[src/logic/monitor_regs_pkg.sv]
package monitor_regs_pkg;

  // Register pointer values seen on the two-wire bus.
  localparam logic [7:0] ADDR_OUTPUT_CODE_A    = 8'h01;
  localparam logic [7:0] ADDR_OUTPUT_CODE_B    = 8'h02;
  localparam logic [7:0] ADDR_OUTPUT_CODE_C    = 8'h03;
  localparam logic [7:0] ADDR_OUTPUT_CODE_D    = 8'h04;
  localparam logic [7:0] ADDR_REMOTE_TEMP_ONE  = 8'h02;
  localparam logic [7:0] ADDR_REMOTE_TEMP_TWO  = 8'h03;
  localparam logic [7:0] ADDR_INTERNAL_TEMP    = 8'h04;
  localparam logic [7:0] ADDR_VOLTAGE_ALARM    = 8'h05;
  localparam logic [7:0] ADDR_CURRENT_ALARM    = 8'h06;
  localparam logic [7:0] ADDR_TEMP_ALARM       = 8'h07;
  localparam logic [7:0] ADDR_AUTOCYCLE_SELECT = 8'h08;
  localparam logic [7:0] ADDR_OPERATING_CONFIG = 8'h09;

  // Result word, output code and config bit layout.
  localparam int ALARM_FLAG_BIT  = 15;
  localparam int TAG_MSB         = 14;
  localparam int TAG_LSB         = 12;
  localparam int OPEN_DIODE_BIT  = 11;
  localparam int READING_MSB     = 10;
  localparam int UNUSED_INT_MSB  = 14;
  localparam int UNUSED_INT_LSB  = 11;
  localparam int CODE_MSB        = 11;
  localparam int CFG_ALERT_BIT   = 2;
  localparam int CFG_CLEAR_BIT   = 1;

  // Channel identifiers carried in the result word.
  localparam logic [2:0] CH_TAG_REMOTE_ONE = 3'h6;
  localparam logic [2:0] CH_TAG_REMOTE_TWO = 3'h7;

  // Reset values and masks of reserved bits.
  localparam logic [15:0] CFG_RESET        = 16'h0000;
  localparam logic [7:0]  SEQ_USED_MASK    = 8'h3f;
  localparam logic [7:0]  CURRENT_USED_MASK = 8'h3f;
  localparam logic [7:0]  BYTE_ZERO        = 8'h00;
  localparam logic [7:0]  BYTE_ONES        = 8'hff;
  localparam logic [2:0]  BYTE_LAST_BIT    = 3'h7;
  localparam logic [3:0]  NIBBLE_ZERO      = 4'h0;

  // Result refresh interval.
  localparam int CLK_FREQ_MHZ           = 125;
  localparam int REFRESH_TIME_US        = 5000;
  localparam int REFRESH_CYCLES_DEFAULT = REFRESH_TIME_US * CLK_FREQ_MHZ;
  localparam int REFRESH_CNT_W          = 20;

  typedef enum logic [3:0] {
    S_IDLE      = 4'b0000,
    S_ADDR      = 4'b0001,
    S_ADDR_ACK  = 4'b0010,
    S_PTR       = 4'b0011,
    S_PTR_ACK   = 4'b0100,
    S_WDATA     = 4'b0101,
    S_WDATA_ACK = 4'b0110,
    S_RDATA     = 4'b0111,
    S_RDATA_ACK = 4'b1000
  } link_state_e;

endpackage

[src/logic/monitor_result_alert_regs.sv]
// How it works
// [RQ1] Remote results: alarm flag, three-bit channel tag.
// [RQ2] Remote result bit 11 flags open diode.
// [RQ3] Readings are eleven-bit two's complement, bits 10-0.
// [RQ4] Results refresh by themselves about every 5 ms.
// [RQ5] Internal result: alarm flag, bits 14-11 zero.
// [RQ6] Bit 10 weighs -256, bit 0 weighs 0.25.
// [RQ7] Writes to 0x01-0x04 load output codes A-D.
// [RQ8] Output code keeps bits 11-0, drops 15-12.
// [RQ9] Master sends high byte first, then low.
// [RQ10] Three alert status bytes report limit events.
// [RQ11] Writing all ones clears whole alert byte.
// [RQ12] Writing a one clears only that alert bit.
// [RQ13] Config bits 1 and 2 set clear all alerts.
// [RQ14] Voltage alerts: low even bit, high odd bit.
// [RQ15] Current alerts, overrange bits 4-5, 7-6 reserved.
// [RQ16] Temperature alerts, overtemp bit 6, open bit 7.
// [RQ17] Autocycle select: bits 5-0 used, 7-6 reserved.
// [RQ18] Sixteen-bit config register resets to zero.
// [RQ19] Channel tags: remote one 6, remote two 7.
// [RQ20] Code writes never alter shared-address results.
`timescale 1ns/1ps
`default_nettype none

module monitor_result_alert_regs #(
  parameter logic [6:0] DEVICE_ADDRESS = 7'h22,  // Arbitrary bus address.
  parameter int         REFRESH_CYCLES = monitor_regs_pkg::REFRESH_CYCLES_DEFAULT
) (
  input  wire logic        SYS_CLK,
  input  wire logic        RESET_N,
  input  wire logic        SCL_IN,
  input  wire logic        SDA_IN,
  output logic             SDA_OUT,
  output logic             SDA_OE,
  input  wire logic [10:0] REMOTE_TEMP_ONE_READING,
  input  wire logic        REMOTE_TEMP_ONE_OPEN,
  input  wire logic [10:0] REMOTE_TEMP_TWO_READING,
  input  wire logic        REMOTE_TEMP_TWO_OPEN,
  input  wire logic [10:0] INTERNAL_TEMP_READING,
  input  wire logic [7:0]  VOLTAGE_ALARM_EVENT,
  input  wire logic [7:0]  CURRENT_ALARM_EVENT,
  input  wire logic [7:0]  TEMP_ALARM_EVENT,
  output logic [11:0]      OUTPUT_CONVERTER_A_CODE,
  output logic [11:0]      OUTPUT_CONVERTER_B_CODE,
  output logic [11:0]      OUTPUT_CONVERTER_C_CODE,
  output logic [11:0]      OUTPUT_CONVERTER_D_CODE,
  output logic [7:0]       AUTOCYCLE_CHANNEL_SELECT,
  output logic [15:0]      OPERATING_CONFIGURATION,
  output logic             RESULT_REFRESH
);
  import monitor_regs_pkg::*;

  localparam logic [REFRESH_CNT_W-1:0] REFRESH_LAST = REFRESH_CNT_W'(REFRESH_CYCLES - 1);

  link_state_e               state;
  logic                      scl_q;
  logic                      sda_q;
  logic [2:0]                bit_cnt;
  logic [7:0]                shift_in;
  logic [7:0]                tx;
  logic [7:0]                ptr;
  logic                      byte_sel;
  logic                      is_read;
  logic                      ack_held;
  logic [7:0]                hi_byte;
  logic                      wr_pulse;
  logic [7:0]                wr_ptr;
  logic [15:0]               wr_word;
  logic [11:0]               out_code [4];
  logic [7:0]                voltage_status;
  logic [7:0]                current_status;
  logic [7:0]                temp_status;
  logic [10:0]               remote_one_reading;
  logic [10:0]               remote_two_reading;
  logic [10:0]               internal_reading;
  logic                      remote_one_open;
  logic                      remote_two_open;
  logic [REFRESH_CNT_W-1:0]  refresh_count;
  logic                      refresh_tick;
  logic [15:0]               rd_word;
  logic [15:0]               remote_one_word;
  logic [15:0]               remote_two_word;
  logic [15:0]               internal_word;
  logic [7:0]                rd_byte;
  logic [7:0]                byte_in;
  logic                      start_seen;
  logic                      stop_seen;
  logic                      scl_rise;
  logic                      scl_fall;
  logic                      last_bit;
  logic                      cfg_clear;
  logic [11:0]               wr_code;
  logic [7:0]                wr_low;

  // Registers holding a sixteen-bit word take two bytes on the bus.
  function automatic logic wide_reg(input logic [7:0] addr);
    return (addr >= ADDR_OUTPUT_CODE_A && addr <= ADDR_OUTPUT_CODE_D) ||
           addr == ADDR_OPERATING_CONFIG;
  endfunction

  // Bits that a bus write or a config clear removes from one alert byte.
  function automatic logic [7:0] clear_mask(input logic [7:0] addr);
    if (cfg_clear) begin
      return BYTE_ONES;  // see [RQ13]
    end
    if (wr_pulse && wr_ptr == addr) begin
      return wr_low;  // see [RQ11] see [RQ12]
    end
    return BYTE_ZERO;
  endfunction

  // Bus lines are taken as synchronous; the previous sample finds edges.
  always_ff @(posedge SYS_CLK or negedge RESET_N) begin
    if (!RESET_N) begin
      scl_q <= 1'b1;
      sda_q <= 1'b1;
    end else begin
      scl_q <= SCL_IN;
      sda_q <= SDA_IN;
    end
  end

  assign start_seen = scl_q & SCL_IN & sda_q & ~SDA_IN;
  assign stop_seen  = scl_q & SCL_IN & ~sda_q & SDA_IN;
  assign scl_rise   = SCL_IN & ~scl_q;
  assign scl_fall   = ~SCL_IN & scl_q;
  assign byte_in    = {shift_in[6:0], SDA_IN};
  assign last_bit   = bit_cnt == BYTE_LAST_BIT;
  assign rd_byte    = (wide_reg(ptr) && !byte_sel) ? rd_word[15:8] : rd_word[7:0];
  assign wr_code    = wr_word[CODE_MSB:0];  // see [RQ8]
  assign wr_low     = wr_word[7:0];
  assign cfg_clear  = wr_pulse && wr_ptr == ADDR_OPERATING_CONFIG &&
                      wr_word[CFG_ALERT_BIT] && wr_word[CFG_CLEAR_BIT];

  // The pin is open drain, so the data output is a constant low.
  always_ff @(posedge SYS_CLK or negedge RESET_N) begin
    if (!RESET_N) begin
      SDA_OUT <= 1'b0;
    end else begin
      SDA_OUT <= 1'b0;
    end
  end

  // Two-wire slave: a start restarts the frame from any state, and a
  // stop abandons it, so a master that loses sync can always recover.
  always_ff @(posedge SYS_CLK or negedge RESET_N) begin
    if (!RESET_N) begin
      state    <= S_IDLE;
      bit_cnt  <= 3'h0;
      shift_in <= BYTE_ZERO;
      tx       <= BYTE_ZERO;
      ptr      <= BYTE_ZERO;
      byte_sel <= 1'b0;
      is_read  <= 1'b0;
      ack_held <= 1'b0;
      hi_byte  <= BYTE_ZERO;
      wr_pulse <= 1'b0;
      wr_ptr   <= BYTE_ZERO;
      wr_word  <= 16'h0000;
      SDA_OE   <= 1'b0;
    end else begin
      wr_pulse <= 1'b0;
      if (start_seen) begin
        state    <= S_ADDR;
        bit_cnt  <= 3'h0;
        ack_held <= 1'b0;
        SDA_OE   <= 1'b0;
      end else if (stop_seen) begin
        state  <= S_IDLE;
        SDA_OE <= 1'b0;
      end else if (scl_rise) begin
        shift_in <= byte_in;
        bit_cnt  <= bit_cnt + 3'h1;
        case (state)
          S_ADDR: begin
            if (last_bit) begin
              is_read <= SDA_IN;
              state   <= (byte_in[7:1] == DEVICE_ADDRESS) ? S_ADDR_ACK : S_IDLE;
            end
          end
          S_PTR: begin
            if (last_bit) begin
              ptr      <= byte_in;
              byte_sel <= 1'b0;
              state    <= S_PTR_ACK;
            end
          end
          S_WDATA: begin
            // High byte arrives first and is held until the low byte.
            if (last_bit) begin
              if (wide_reg(ptr) && !byte_sel) begin
                hi_byte <= byte_in;  // see [RQ9]
              end else begin
                wr_pulse <= 1'b1;
                wr_ptr   <= ptr;
                wr_word  <= {wide_reg(ptr) ? hi_byte : BYTE_ZERO, byte_in};
              end
              byte_sel <= wide_reg(ptr) & ~byte_sel;
              state    <= S_WDATA_ACK;
            end
          end
          S_RDATA: begin
            if (last_bit) begin
              byte_sel <= wide_reg(ptr) & ~byte_sel;
              state    <= S_RDATA_ACK;
            end
          end
          S_RDATA_ACK: begin
            // A low level is the master's acknowledge: send another byte.
            if (!SDA_IN) begin
              tx      <= rd_byte;
              bit_cnt <= 3'h0;
              state   <= S_RDATA;
            end else begin
              state <= S_IDLE;
            end
          end
          default: begin
          end
        endcase
      end else if (scl_fall) begin
        case (state)
          S_ADDR_ACK, S_PTR_ACK, S_WDATA_ACK: begin
            if (!ack_held) begin
              SDA_OE   <= 1'b1;
              ack_held <= 1'b1;
            end else begin
              ack_held <= 1'b0;
              SDA_OE   <= 1'b0;
              bit_cnt  <= 3'h0;
              if (state == S_ADDR_ACK && is_read) begin
                SDA_OE <= ~rd_byte[7];
                tx     <= {rd_byte[6:0], 1'b0};
                state  <= S_RDATA;
              end else if (state == S_ADDR_ACK) begin
                state <= S_PTR;
              end else begin
                state <= S_WDATA;
              end
            end
          end
          S_RDATA: begin
            SDA_OE <= ~tx[7];
            tx     <= {tx[6:0], 1'b0};
          end
          S_RDATA_ACK: begin
            SDA_OE <= 1'b0;
          end
          default: begin
          end
        endcase
      end
    end
  end

  // Result words; the channel tag and unused bits are fixed by wiring.
  assign remote_one_word = {temp_status[0] | temp_status[1], CH_TAG_REMOTE_ONE,  // see [RQ1] see [RQ19]
                            remote_one_open, remote_one_reading};  // see [RQ2] see [RQ3]
  assign remote_two_word = {temp_status[2] | temp_status[3], CH_TAG_REMOTE_TWO,  // see [RQ1] see [RQ19]
                            remote_two_open, remote_two_reading};  // see [RQ2] see [RQ3]
  assign internal_word   = {(|voltage_status) | (|current_status) | (|temp_status),
                            NIBBLE_ZERO, internal_reading};  // see [RQ5] see [RQ6]

  // Reads at the shared addresses return results, never the output codes.
  always_comb begin
    case (ptr)
      ADDR_REMOTE_TEMP_ONE:  rd_word = remote_one_word;  // see [RQ7]
      ADDR_REMOTE_TEMP_TWO:  rd_word = remote_two_word;
      ADDR_INTERNAL_TEMP:    rd_word = internal_word;
      ADDR_VOLTAGE_ALARM:    rd_word = {BYTE_ZERO, voltage_status};
      ADDR_CURRENT_ALARM:    rd_word = {BYTE_ZERO, current_status};
      ADDR_TEMP_ALARM:       rd_word = {BYTE_ZERO, temp_status};
      ADDR_AUTOCYCLE_SELECT: rd_word = {BYTE_ZERO, AUTOCYCLE_CHANNEL_SELECT};
      ADDR_OPERATING_CONFIG: rd_word = OPERATING_CONFIGURATION;
      default:               rd_word = 16'h0000;
    endcase
  end

  // One output code per converter, at consecutive addresses.
  for (genvar i = 0; i < 4; i++) begin : g_code
    always_ff @(posedge SYS_CLK or negedge RESET_N) begin
      if (!RESET_N) begin
        out_code[i] <= 12'h000;
      end else if (wr_pulse && wr_ptr == ADDR_OUTPUT_CODE_A + 8'(i)) begin
        out_code[i] <= wr_code;  // see [RQ7] see [RQ8]
      end
    end
  end

  assign OUTPUT_CONVERTER_A_CODE = out_code[0];
  assign OUTPUT_CONVERTER_B_CODE = out_code[1];
  assign OUTPUT_CONVERTER_C_CODE = out_code[2];
  assign OUTPUT_CONVERTER_D_CODE = out_code[3];

  // Autocycle select and configuration; reserved select bits stay zero.
  always_ff @(posedge SYS_CLK or negedge RESET_N) begin
    if (!RESET_N) begin
      AUTOCYCLE_CHANNEL_SELECT <= BYTE_ZERO;
      OPERATING_CONFIGURATION  <= CFG_RESET;  // see [RQ18]
    end else if (wr_pulse) begin
      if (wr_ptr == ADDR_AUTOCYCLE_SELECT) begin
        AUTOCYCLE_CHANNEL_SELECT <= wr_low & SEQ_USED_MASK;  // see [RQ17]
      end
      if (wr_ptr == ADDR_OPERATING_CONFIG) begin
        OPERATING_CONFIGURATION <= wr_word;  // see [RQ13] see [RQ18]
      end
    end
  end

  // Sticky alert bits: an event in the same cycle as its clear survives.
  always_ff @(posedge SYS_CLK or negedge RESET_N) begin
    if (!RESET_N) begin
      voltage_status <= BYTE_ZERO;
      current_status <= BYTE_ZERO;
      temp_status    <= BYTE_ZERO;
    end else begin
      voltage_status <= VOLTAGE_ALARM_EVENT |
                        (voltage_status & ~clear_mask(ADDR_VOLTAGE_ALARM));  // see [RQ10] see [RQ14]
      current_status <= (CURRENT_ALARM_EVENT & CURRENT_USED_MASK) |
                        (current_status & ~clear_mask(ADDR_CURRENT_ALARM));  // see [RQ15]
      temp_status    <= TEMP_ALARM_EVENT |
                        (temp_status & ~clear_mask(ADDR_TEMP_ALARM));  // see [RQ16]
    end
  end

  // Free-running refresh timer; readings and open flags change only on its tick.
  assign refresh_tick = refresh_count == REFRESH_LAST;

  always_ff @(posedge SYS_CLK or negedge RESET_N) begin
    if (!RESET_N) begin
      refresh_count  <= '0;
      RESULT_REFRESH <= 1'b0;
    end else begin
      refresh_count  <= refresh_tick ? '0 : refresh_count + 1'b1;  // see [RQ4]
      RESULT_REFRESH <= refresh_tick;
    end
  end

  // Bus writes never reach these, so shared addresses keep their results.
  always_ff @(posedge SYS_CLK or negedge RESET_N) begin
    if (!RESET_N) begin
      remote_one_reading <= 11'h000;
      remote_two_reading <= 11'h000;
      internal_reading   <= 11'h000;
      remote_one_open    <= 1'b0;
      remote_two_open    <= 1'b0;
    end else if (refresh_tick) begin
      remote_one_reading <= REMOTE_TEMP_ONE_READING;  // see [RQ3] see [RQ4] see [RQ20]
      remote_two_reading <= REMOTE_TEMP_TWO_READING;
      internal_reading   <= INTERNAL_TEMP_READING;
      remote_one_open    <= REMOTE_TEMP_ONE_OPEN;  // see [RQ2]
      remote_two_open    <= REMOTE_TEMP_TWO_OPEN;
    end
  end
endmodule

`default_nettype wire

[config.mk]
export PLATFORM = sky130hd
export DESIGN_NAME = monitor_result_alert_regs
export DESIGN_NICKNAME = d
export VERILOG_FILES = /design/src/logic/monitor_regs_pkg.sv /design/src/logic/monitor_result_alert_regs.sv
export SDC_FILE = /design/constraint.sdc
export NUM_CORES = 1
export LEC_CHECK = 0
export ABC_AREA = 1
export BUFFER_PORTS_ARGS = -buffer_cell sky130_fd_sc_hd__buf_2
export CAP_MARGIN = 20
export CORE_UTILIZATION = 55
export CTS_CLUSTER_SIZE = 12
export DETAILED_ROUTE_END_ITERATION = 16
export GPL_ROUTABILITY_DRIVEN = 0
export PLACE_DENSITY = 0.77
export SYNTH_ARGS = -nofsm -noshare
export SYNTH_HDL_FRONTEND = slang
export SYNTH_SLANG_ARGS = --single-unit
[constraint.sdc]
create_clock -name SYS_CLK -period 5 [get_ports SYS_CLK]
set_clock_uncertainty 0.15 [all_clocks]
set_input_delay 0.25 -clock SYS_CLK [delete_from_list [all_inputs] [get_ports SYS_CLK]]
set_output_delay 0.25 -clock SYS_CLK [all_outputs]
set_load 0.05 [all_outputs]
==> run summary, run 1 <==
Syn_area_per_cell = 8.262 sq um
First-pass GRT wire length = 42.58 mm
CP Launch Type = register
Synth warnings = 0
Largest net degree at the start of global routing = 135
CTS max path bufs = 3
All-layer global routing usage = 29.42%
Average via count per standard cell = 5.383
Register area share after synthesis = 54.57%
Share of layout cells above drive strength 1 = 14.44%
CTS tree = yes
Max-slew headroom = 34.69%
Static Leak = 6.376 nW
Post-synth top flop = dfrtp_1
DR pass1 iterations = 7
Post-CTS Setup Inserts = 0
Internal power = 0.003018 W
Boundary Pins = 138
Final #Nets = 1471
Vias = 8876
Clock transition at path regs = 60 ps
Wire per inst = 16.11 um
CP max FO = 31
Clock group share of total power = 43.4%
Setup CP Type = reg2reg
Seq cells post-synth = 219
IO buf count = 132
Root Driver = clkbuf_16
Sw frac = 24.69%
Ys async rst share = 100.0%
CTS Buf Count = 24
Hold Path Class = in2async
Routed WL = 26.56 mm
Power Dens Cells = 326.8 mW/mm^2
Drt drc = 0
Resize count post-CTS = 0
Unrepaired setup endpoints after global routing = false
Worst Path Arrival = 3240 ps
Vias in the first global route = 8438
Finish-stage setup viols = 0
Cells after Synth = 1216
Max Cap Viol = 0
ANT nets after route = 0
Die W = 137.2 um
DR iter-0 viols = 619
Yosys cell types = 43
CTS Sinks = 219
Peak VDD IR = 294.5 uV
Site Rows = 49
Tmin final = 3038 ps
Clk_lat worst skew = 520 ps
Sw Pwr = 0.0009896 W
Logic pwr share = 9.3%
Pins Over Slew Limit = 0
Tcrit/Tclk final = 60.75%
Synth Cell Area = 0.01005 sq mm
Outcome = completed
Htree depth = 1
N_diodes = 0
Die area = 0.01881 sq mm
P&R area growth vs syn = 22.05%
Die H = 137.2 um
CORE AREA = 0.01790 sq mm
Setup TNS = 0 ps
Post-synth EDFFs = 0
Initial antenna violation count = 0
Hpwl dp = 17.25 mm
Initial core utilization = 56.12%
Sequential power share = 47.3%
Critical Path Sink Type = register
Worst Tran Pin Value = 978.5 ps
Congestion Overflow GR = 0
Total Power = 0.004008 W
Highest clock rate = 329.2 MHz
Fin. Hold Viols = 0
Required @ worst endpoint = 5200 ps
## power by group through the flow
stage               registers, W  clock network [W]  logic, W
finish                   0.00190            0.00174  0.000371
global route             0.00190            0.00183  0.000422
CTS                      0.00189            0.00177  0.000366
detailed placement       0.00192                  0  0.000328
global placement         0.00192                  0  0.000320
floorplan                0.00193                  0  0.000205
## timing repair
item	in CTS	in global routing
hold buffers	60	0
endpoints found under the hold margin	196	0
setup endpoints to repair	0	0
## sequential cells by signal, summed over array words and instances (netlist names), 11 cells and up
| signal | cells |
|---|---|
| OUTPUT_CONVERTER_B_CODE | 12 |
| remote_two_reading | 11 |
| OUTPUT_CONVERTER_A_CODE | 12 |
| OUTPUT_CONVERTER_C_CODE | 12 |
| OPERATING_CONFIGURATION | 16 |
| internal_reading | 11 |
| refresh_count | 20 |
| wr_word | 16 |
| remote_one_reading | 11 |
| OUTPUT_CONVERTER_D_CODE | 12 |
## worst paths after layout
path | from | endpoint | slack, ps | cells past startpoint
max | wr_ptr[7] | current_status[2] | 1960 | 8
min | RESET_N | temp_status[6] | 120 | 2
max reg2reg | wr_ptr[7] | current_status[2] | 1960 | 8
min reg2reg | refresh_count[0] | refresh_count[0] | 310 | 1
max in group asynchronous | RESET_N | scl_q | 3690 | 3
min in group SYS_CLK | SCL_IN | scl_q | 260 | 2
## critical path: stages, from the launching register on
cell      delay, ps
dfrtp_1         400
nor2_1          120
nand2_1         120
nor3_1          270
nand2_1         550
inv_1           220
nand2_1         110
nor2_2          750
o21bai_1        200
## cell type report
| cell class | count | area, sq um |
|---|---|---|
| sequential | 219 | 5483 |
| clock buffer | 40 | 730.7 |
| fill | 1410 | 5639 |
| clock inverter | 4 | 56.30 |
| inverter | 121 | 454.2 |
| multi-input combinational | 839 | 3913 |
| timing repair buffer | 197 | 1340 |
| tap | 229 | 286.5 |
## placed cells by master, fill, tap and decap left out, types with 2 or more instances in the layout
master and instances:
nor3_4 2, nor4_1 3, nand4_1 8, ha_1 6
a31oi_1 2, nand2_2 5, nand2_1 347, buf_2 131
xor2_1 6, buf_4 3, nor3_1 15, clkbuf_1 9
dlygate4sd3_1 60, nor2_2 6, clkinv_2 2, nand3_1 88
conb_1 3, clkbuf_8 8, o21ai_1 14, o211ai_1 4
a21oi_1 35, o21ai_0 146, inv_2 8, o21bai_1 22
nand3b_1 2, dfrtp_1 217, nor2_1 108, nand3_2 2
clkbuf_16 24, inv_1 112, xnor2_1 2, dfstp_2 2
## per-layer routing
metal,part of all wire [%],GRT usage (%)
met1,43,39.90
met2,49,49.30
met3,5.0,3.444
met4,2.8,9.524
met5,0,0
## synth_stat cells, drive strengths merged (3+ instances only)
cell type / n / area (sq um)
nand3b: 3 / 35.03
nor3: 18 / 117.6
clkbuf: 20 / 75.07
inv: 120 / 450.4
o21bai: 22 / 165.2
o21ai: 161 / 809.5
a21oi: 35 / 175.2
o211ai: 4 / 30.03
nand2: 353 / 1345
nand4: 9 / 62.56
xor2: 6 / 52.55
nor4: 3 / 18.77
nor2: 116 / 474.2
ha: 6 / 75.07
buf: 19 / 130.1
dfrtp: 217 / 5430
nand3: 90 / 460.4
## cells by family after synthesis
family / after synthesis / share of synthesized area (%)
simple gates: 595 / 25.31
buf+inv: 160 / 6.563
xor+xnor: 8 / 0.6974
other cells: 1 / 0.03732
flops: 219 / 54.57
fa+ha+maj: 6 / 0.7472
compound gates: 227 / 12.08
## per-stage QoR
stage	hold WS [ps]	instance area, sq um	std cells	setup WS [ps]	util [%]
2_1_floorplan	-195.6	10050	1218	2948	-
5_1_grt	200.5	12260	1649	1661	68.50
3_3_place_gp	239.0	10850	1544	2113	60.60
3_5_place_dp	242.8	10850	1544	2041	60.60
4_1_cts	253.9	12240	1648	2009	68.35
6_report	121.0	12260	1649	1962	68.50
Note: power is estimated with default switching activity, not from simulation.
==> run 2, diff against run 1 <==
- clock period: 5 -> 2.95 ns (I/O delays scaled with it)
==> run 2 against run 1 <==
Compared with the run above: combinational power grew 71%; sequential share of layout area up 0.31 points; non-clock buffer count rose by 8; via count is essentially flat; maximum frequency grew 27%; power rose by 61%; critical path type unchanged; clock-buffer cell count fell by 10; worst setup slack worse by 1400 ps; register-to-register slack lost 1400 ps; highest routed layer unchanged; die area unchanged; core utilization fell by 0.47 points.
==> run summary, run 2 (same netlist as run 1, synthesis figures left out) <==
Outcome = completed
Largest net degree at the start of global routing = 90 (-33%)
Tcrit/Tclk final = 81.34% (+21 points)
Initial antenna violation count = 0 (unchanged)
Average via count per standard cell = 5.384 (about the same)
Clock transition at path regs = 60 ps (about the same)
Hold Path Class = in2async
Share of layout cells above drive strength 1 = 14.66% (+0.22 points)
Die H = 137.2 um (unchanged)
Internal power = 0.004810 W (+59%)
Final #Nets = 1478 (+0.48%)
CP Launch Type = register
Congestion Overflow GR = 0 (unchanged)
Max Cap Viol = 0 (unchanged)
Setup TNS = 0 ps (unchanged)
Power Dens Cells = 529.6 mW/mm^2 (+62%)
Peak VDD IR = 502.0 uV (+70%)
IO buf count = 132 (unchanged)
Critical Path Sink = SDA_OE
Unrepaired setup endpoints after global routing = false
Max reg flops = 20 (unchanged)
Htree depth = 1 (unchanged)
Sequential power share = 49.8% (+2.5 points)
Site Rows = 49 (unchanged)
Worst Tran Pin Value = 722.0 ps (-256.5 ps)
DR pass1 iterations = 6 (-1)
Boundary Pins = 138 (unchanged)
First-pass GRT wire length = 42.49 mm (-0.21%)
Drt drc = 0 (unchanged)
CTS Sinks = 219 (unchanged)
Die W = 137.2 um (unchanged)
Max-slew headroom = 51.57% (+17 points)
RR Endpoint = SDA_OE
Top reg by flops = refresh_count
Worst Setup SP = ptr[7]
CORE AREA = 0.01790 sq mm (unchanged)
Vias = 8873 (-0.034%)
Number of fill cells = 1440 (+2.1%)
Initial core utilization = 56.12% (unchanged)
Wire per inst = 16.24 um (+0.83%)
Sw Pwr = 0.001640 W (+66%)
R2R cell count = 12 (+4)
Required @ worst endpoint = 3210 ps (-1990 ps)
CTS Buf Count = 23 (-4.2%)
Static Leak = 6.350 nW (-0.40%)
Worst reg2reg setup slack = 550 ps (-1410 ps)
P&R area growth vs syn = 21.22%
Critical Path Sink Type = register
Sw frac = 25.43% (+0.73 points)
Setup CP Type = reg2reg
Top flop regs = refresh_count: 20 flops, OPERATING_CONFIGURATION: 16 flops, wr_word: 16 flops
Hpwl dp = 17.79 mm (+3.1%)
CTS max path bufs = 3 (unchanged)
N_diodes = 0 (unchanged)
Die area = 0.01881 sq mm (unchanged)
CTS tree = yes
Vias in the first global route = 8430 (-0.095%)
Fin. Hold Viols = 0 (unchanged)
Finish-stage setup viols = 0 (unchanged)
Highest clock rate = 416.7 MHz (+27%)
Worst Path Arrival = 2660 ps (-580 ps)
DR iter-0 viols = 587 (-5.2%)
Most common cell after layout, fill and taps aside = nand2_1
Root Driver = clkbuf_16
Tmin final = 2400 ps (-638.0 ps)
CP max FO = 21 (-32%)
Most frequent cells in the layout = nand2_1 (347), dfrtp_1 (217), o21ai_0 (146), buf_2 (131), inv_1 (112)
Area of the multi-input gates = 0.003913 sq mm (unchanged)
Logic pwr share = 9.8% (+0.5 points)
Final hold slack = 28.18 ps (-92.84 ps)
FF+latch area = 0.005483 sq mm (unchanged)
Clock group share of total power = 40.4% (-3.0 points)
ANT nets after route = 0 (unchanged)
Worst reg2reg path startpoint = ptr[7]
Clk_lat worst skew = 520 ps (about the same)
Post-CTS Setup Inserts = 0 (unchanged)
Pins Over Slew Limit = 0 (unchanged)
Routed WL = 26.76 mm (+0.76%)
All-layer global routing usage = 29.28% (-0.14 points)
-- run 2: changes by cell type in the layout (fill, tap and decap cells not counted), sizes merged --
| cell | before | now |
|---|---|---|
| clkinv | 4 | 5 |
| clkbuf | 41 | 31 |
| bufinv | 1 | 0 |
| inv | 120 | 121 |
| buf | 136 | 144 |
-- run 2: power groups by stage --
stage,logic [W],registers [W],clock network [W]
final,0.000634,0.00321,0.00261
after global routing,0.000715,0.00322,0.00275
after CTS,0.000631,0.00321,0.00264
after detailed placement,0.000567,0.00326,0
after global placement,0.000551,0.00326,0
after floorplan,0.000347,0.00326,0
-- run 2: worst min-delay path by stage --
| stage | startpoint | endpoint | slack [ps] |
|---|---|---|---|
| finish | RESET_N | voltage_status[1] | 30 |
| global route | RESET_N | OUTPUT_CONVERTER_A_CODE[2] | 100 |
| CTS | RESET_N | OUTPUT_CONVERTER_A_CODE[2] | 40 |
| detailed placement | RESET_N | current_status[5] | 9 |
| global placement | RESET_N | voltage_status[1] | 10 |
| floorplan | RESET_N | AUTOCYCLE_CHANNEL_SELECT[0] | -300 |
-- run 2: worst max-delay path, cell delays in order (launching register included) --
cell     delay (ps)
dfrtp_1         390
nor2_1          200
nand2_1         140
inv_2           300
nand2_2         140
o21ai_2         240
nand2_4         190
nand3_1         140
nand2_1         120
nand2_1         100
nand3_1          60
nand3_1          70
nand2_1          50
-- run 2: area by class of cell --
| class | instances | share of cell area, % |
|---|---|---|
| Clock buffer | 30 | 5.106 |
| Clock inverter | 5 | 0.2363 |
| Inverter | 121 | 3.729 |
| Multi-Input combinational cell | 839 | 32.12 |
| Sequential cell | 219 | 45.02 |
| Tap cell | 229 | 2.353 |
| Timing Repair Buffer | 205 | 11.43 |
-- run 2: metrics by stage --
| stage | cells | total power, W | worst slack [ps] | utilization (%) | cell area [sq um] |
|---|---|---|---|---|---|
| floorplan | 1218 | 0.003611 | 897.6 | - | 10050 |
| global placement | 1553 | 0.003809 | 650.0 | 61.04 | 10930 |
| detailed placement | 1553 | 0.003827 | 593.1 | 61.04 | 10930 |
| CTS | 1648 | 0.006476 | 577.8 | 68.03 | 12180 |
| global route | 1648 | 0.006686 | 314.0 | 68.03 | 12180 |
| finish | 1648 | 0.006450 | 550.3 | 68.03 | 12180 |
-- run 2: repair_timing --
action | 4_1_cts | 5_1_grt
hold endpoints to repair | 240 | 0
gates resized for setup | 0 | 0
hold buffers | 60 | 0
-- run 2: metal layers --
| layer | GRT usage [%] | routed length (um) | part of all wire, % |
|---|---|---|---|
| met5 | 0 | 0 | 0 |
| met2 | 48.57 | 13000 | 49 |
| met1 | 39.57 | 11560 | 43 |
| met3 | 4.111 | 1500 | 5.6 |
| met4 | 9.829 | 693 | 2.6 |
==> run 3, diff against run 2 <==
- clock period: 2.95 -> 2.4 ns (I/O delays scaled with it)
==> run 3 against run 2 <==
Compared with the run above: design area rose by 2.0%; critical path depth increased by 1; via count down 0.14%; sequential share of layout area down 0.89 points; power grew 28%; clock power increased by 35%; critical path type unchanged.
==> run summary, run 3 (same netlist as run 1, synthesis figures left out) <==
Outcome = completed
Die W = 137.2 um (unchanged)
Slowest-stage cell, CP = dfrtp_1
Required @ worst endpoint = 2710 ps (-500 ps)
Initial core utilization = 56.12% (unchanged)
Top flop regs = refresh_count: 20 flops, OPERATING_CONFIGURATION: 16 flops, wr_word: 16 flops
Top reg by flops = refresh_count
Critical Path Sink Type = register
CP top delay family = simple AND/OR/NAND/NOR gates
Logic pwr share = 9.6% (-0.2 points)
Power Dens Cells = 665.7 mW/mm^2 (+26%)
Root Driver = clkbuf_16
Clock transition at path regs = 60 ps (about the same)
Wire per inst = 16.13 um (-0.66%)
Setup CP Type = reg2reg
Tcrit/Tclk final = 92.56% (+11 points)
Max-slew headroom = 51.03% (-0.54 points)
IO buf count = 132 (unchanged)
Fin. Hold Viols = 0 (unchanged)
Critical Path, Cell by Cell = nor2_1 > nand2_1 > clkinv_2 > nand2_1 > o21ai_0 > nor2_1 > nand3_1 > nand2_1 > nand2_1 > nand2_1 > inv_1 > nand2_1 > nand2_1
Final setup margin = 178.6 ps (-371.8 ps)
Max Cap Viol = 0 (unchanged)
CP Buf/Inv Count = 2 (+1)
Sw frac = 25.17% (-0.25 points)
Worst Path Arrival = 2530 ps (-130 ps)
Total Power = 0.008271 W (+28%)
N_diodes = 0 (unchanged)
Worst Tran Pin Value = 730.0 ps (+7.978 ps)
Number of fill cells = 1384 (-3.9%)
Static Leak = 6.494 nW (+2.3%)
Die H = 137.2 um (unchanged)
Die area = 0.01881 sq mm (unchanged)
Drt drc = 0 (unchanged)
P&R area growth vs syn = 23.66%
Congestion Overflow GR = 0 (unchanged)
CTS tree = yes
Peak VDD IR = 653.4 uV (+30%)
Area of the multi-input gates = 0.003931 sq mm (+0.48%)
Finish-stage setup viols = 0 (unchanged)
Setup TNS = 0 ps (unchanged)
Finished Layout Cells = 1667 (+1.2%)
DR iter-0 viols = 792 (+35%)
All-layer global routing usage = 29.46% (+0.18 points)
Highest clock rate = 450.2 MHz (+8.0%)
First-pass GRT wire length = 42.57 mm (+0.18%)
DR pass1 iterations = 5 (-1)
Largest net degree at the start of global routing = 71 (-21%)
Vias = 8861 (-0.14%)
CTS max path bufs = 3 (unchanged)
ANT nets after route = 0 (unchanged)
Most frequent cells in the layout = nand2_1 (346), dfrtp_1 (217), o21ai_0 (146), buf_2 (131), inv_1 (112)
Max reg flops = 20 (unchanged)
Pre-CTS setup slack = 122.4 ps (-470.7 ps)
Share of layout cells above drive strength 1 = 16.06% (+1.4 points)
Hold Path Class = in2async
Routed WL = 26.89 mm (+0.49%)
Pins Over Slew Limit = 0 (unchanged)
CORE AREA = 0.01790 sq mm (unchanged)
Crit-path most repeated cell = nand2_1
Placed Cells = 1565 (+0.77%)
Hpwl dp = 17.85 mm (+0.35%)
Average via count per standard cell = 5.316 (-1.3%)
Unrepaired setup endpoints after global routing = false
Sequential power share = 47.8% (-2.0 points)
FF+latch area = 0.005483 sq mm (unchanged)
CP Launch Type = register
CTS Sinks = 219 (unchanged)
Slowest stage delay, CP = 400 ps (about the same)
Boundary Pins = 138 (unchanged)
Final #Nets = 1492 (+0.95%)
CTS Buf Count = 24 (+4.3%)
Tmin final = 2221 ps (-178.2 ps)
Clk_lat worst skew = 520 ps (about the same)
Most common cell after layout, fill and taps aside = nand2_1
Site Rows = 49 (unchanged)
Internal power = 0.006189 W (+29%)
Htree depth = 1 (unchanged)
CP max FO = 15 (-29%)
Sw Pwr = 0.002082 W (+27%)
Vias in the first global route = 8541 (+1.3%)
Initial antenna violation count = 0 (unchanged)
Clock group share of total power = 42.6% (+2.2 points)
[run 3: cell types whose count changed in the layout (fill, tap and decap cells not counted), moves of 2 or more]
cell	delta
buf_4	+10
clkinv_2	+2
clkbuf_8	+2
buf_12	+2
nor2_1	-3
nor2_2	+3
[run 3: layout make-up]
cell class	count	share of cell area, %
Sequential cell	219	44.13
Timing Repair Buffer	218	12.23
Clock buffer	34	5.458
Inverter	121	3.666
Multi-Input combinational cell	839	31.64
Tap cell	229	2.306
Clock inverter	7	0.5740
[run 3: power groups by stage]
stage,combinational [W],clock [W],sequential (W)
6_report,0.000795,0.00353,0.00395
5_1_grt,0.000892,0.00370,0.00397
4_1_cts,0.000791,0.00356,0.00395
3_5_place_dp,0.000708,0,0.00401
3_3_place_gp,0.000687,0,0.00401
2_1_floorplan,0.000426,0,0.00401
[run 3: worst reg2reg max path, delay by kind of cell (launching register included)]
family          cells  cell delay [ps]
buf+inv             2              260
compound gates      1              320
simple gates       10             1040
flops               1              400
[run 3: routing by layer]
layer,up-vias,GRT usage [%],share of wire [%]
met5,-,0,0
met4,0,10.38,3.2
met3,57,4.296,5.4
met2,279,49.07,49
met1,4201,39.33,43
li1,4324,-,-
[run 3: through the flow]
| stage | utilization (%) | area, sq um | hold WS (ps) |
|---|---|---|---|
| final | 69.40 | 12420 | 52.82 |
| after global routing | 69.40 | 12420 | 84.93 |
| after CTS | 69.27 | 12400 | 58.13 |
| after detailed placement | 61.62 | 11030 | -64.66 |
| after global placement | 61.62 | 11030 | -64.29 |
| after floorplan | - | 10050 | -325.6 |
[run 3: path summary, 6_finish.rpt]
| path | startpoint | endpoint | slack [ps] | cells after the start |
|---|---|---|---|---|
| worst max-delay path | ptr[7] | tx[4] | 180 | 13 |
| worst min-delay path | RESET_N | current_status[5] | 50 | 3 |
| worst max register to register | ptr[7] | tx[4] | 180 | 13 |
| worst min register to register | refresh_count[0] | refresh_count[0] | 320 | 1 |
| max in group asynchronous | RESET_N | refresh_count[2] | 1610 | 3 |
| min in group SYS_CLK | SCL_IN | scl_q | 150 | 2 |
[run 3: timing repair]
item	in CTS	in global routing
setup buffers	0	0
hold buffers	61	0
setup endpoints to repair	0	12
hold endpoints to repair	281	0
resized for setup	0	8
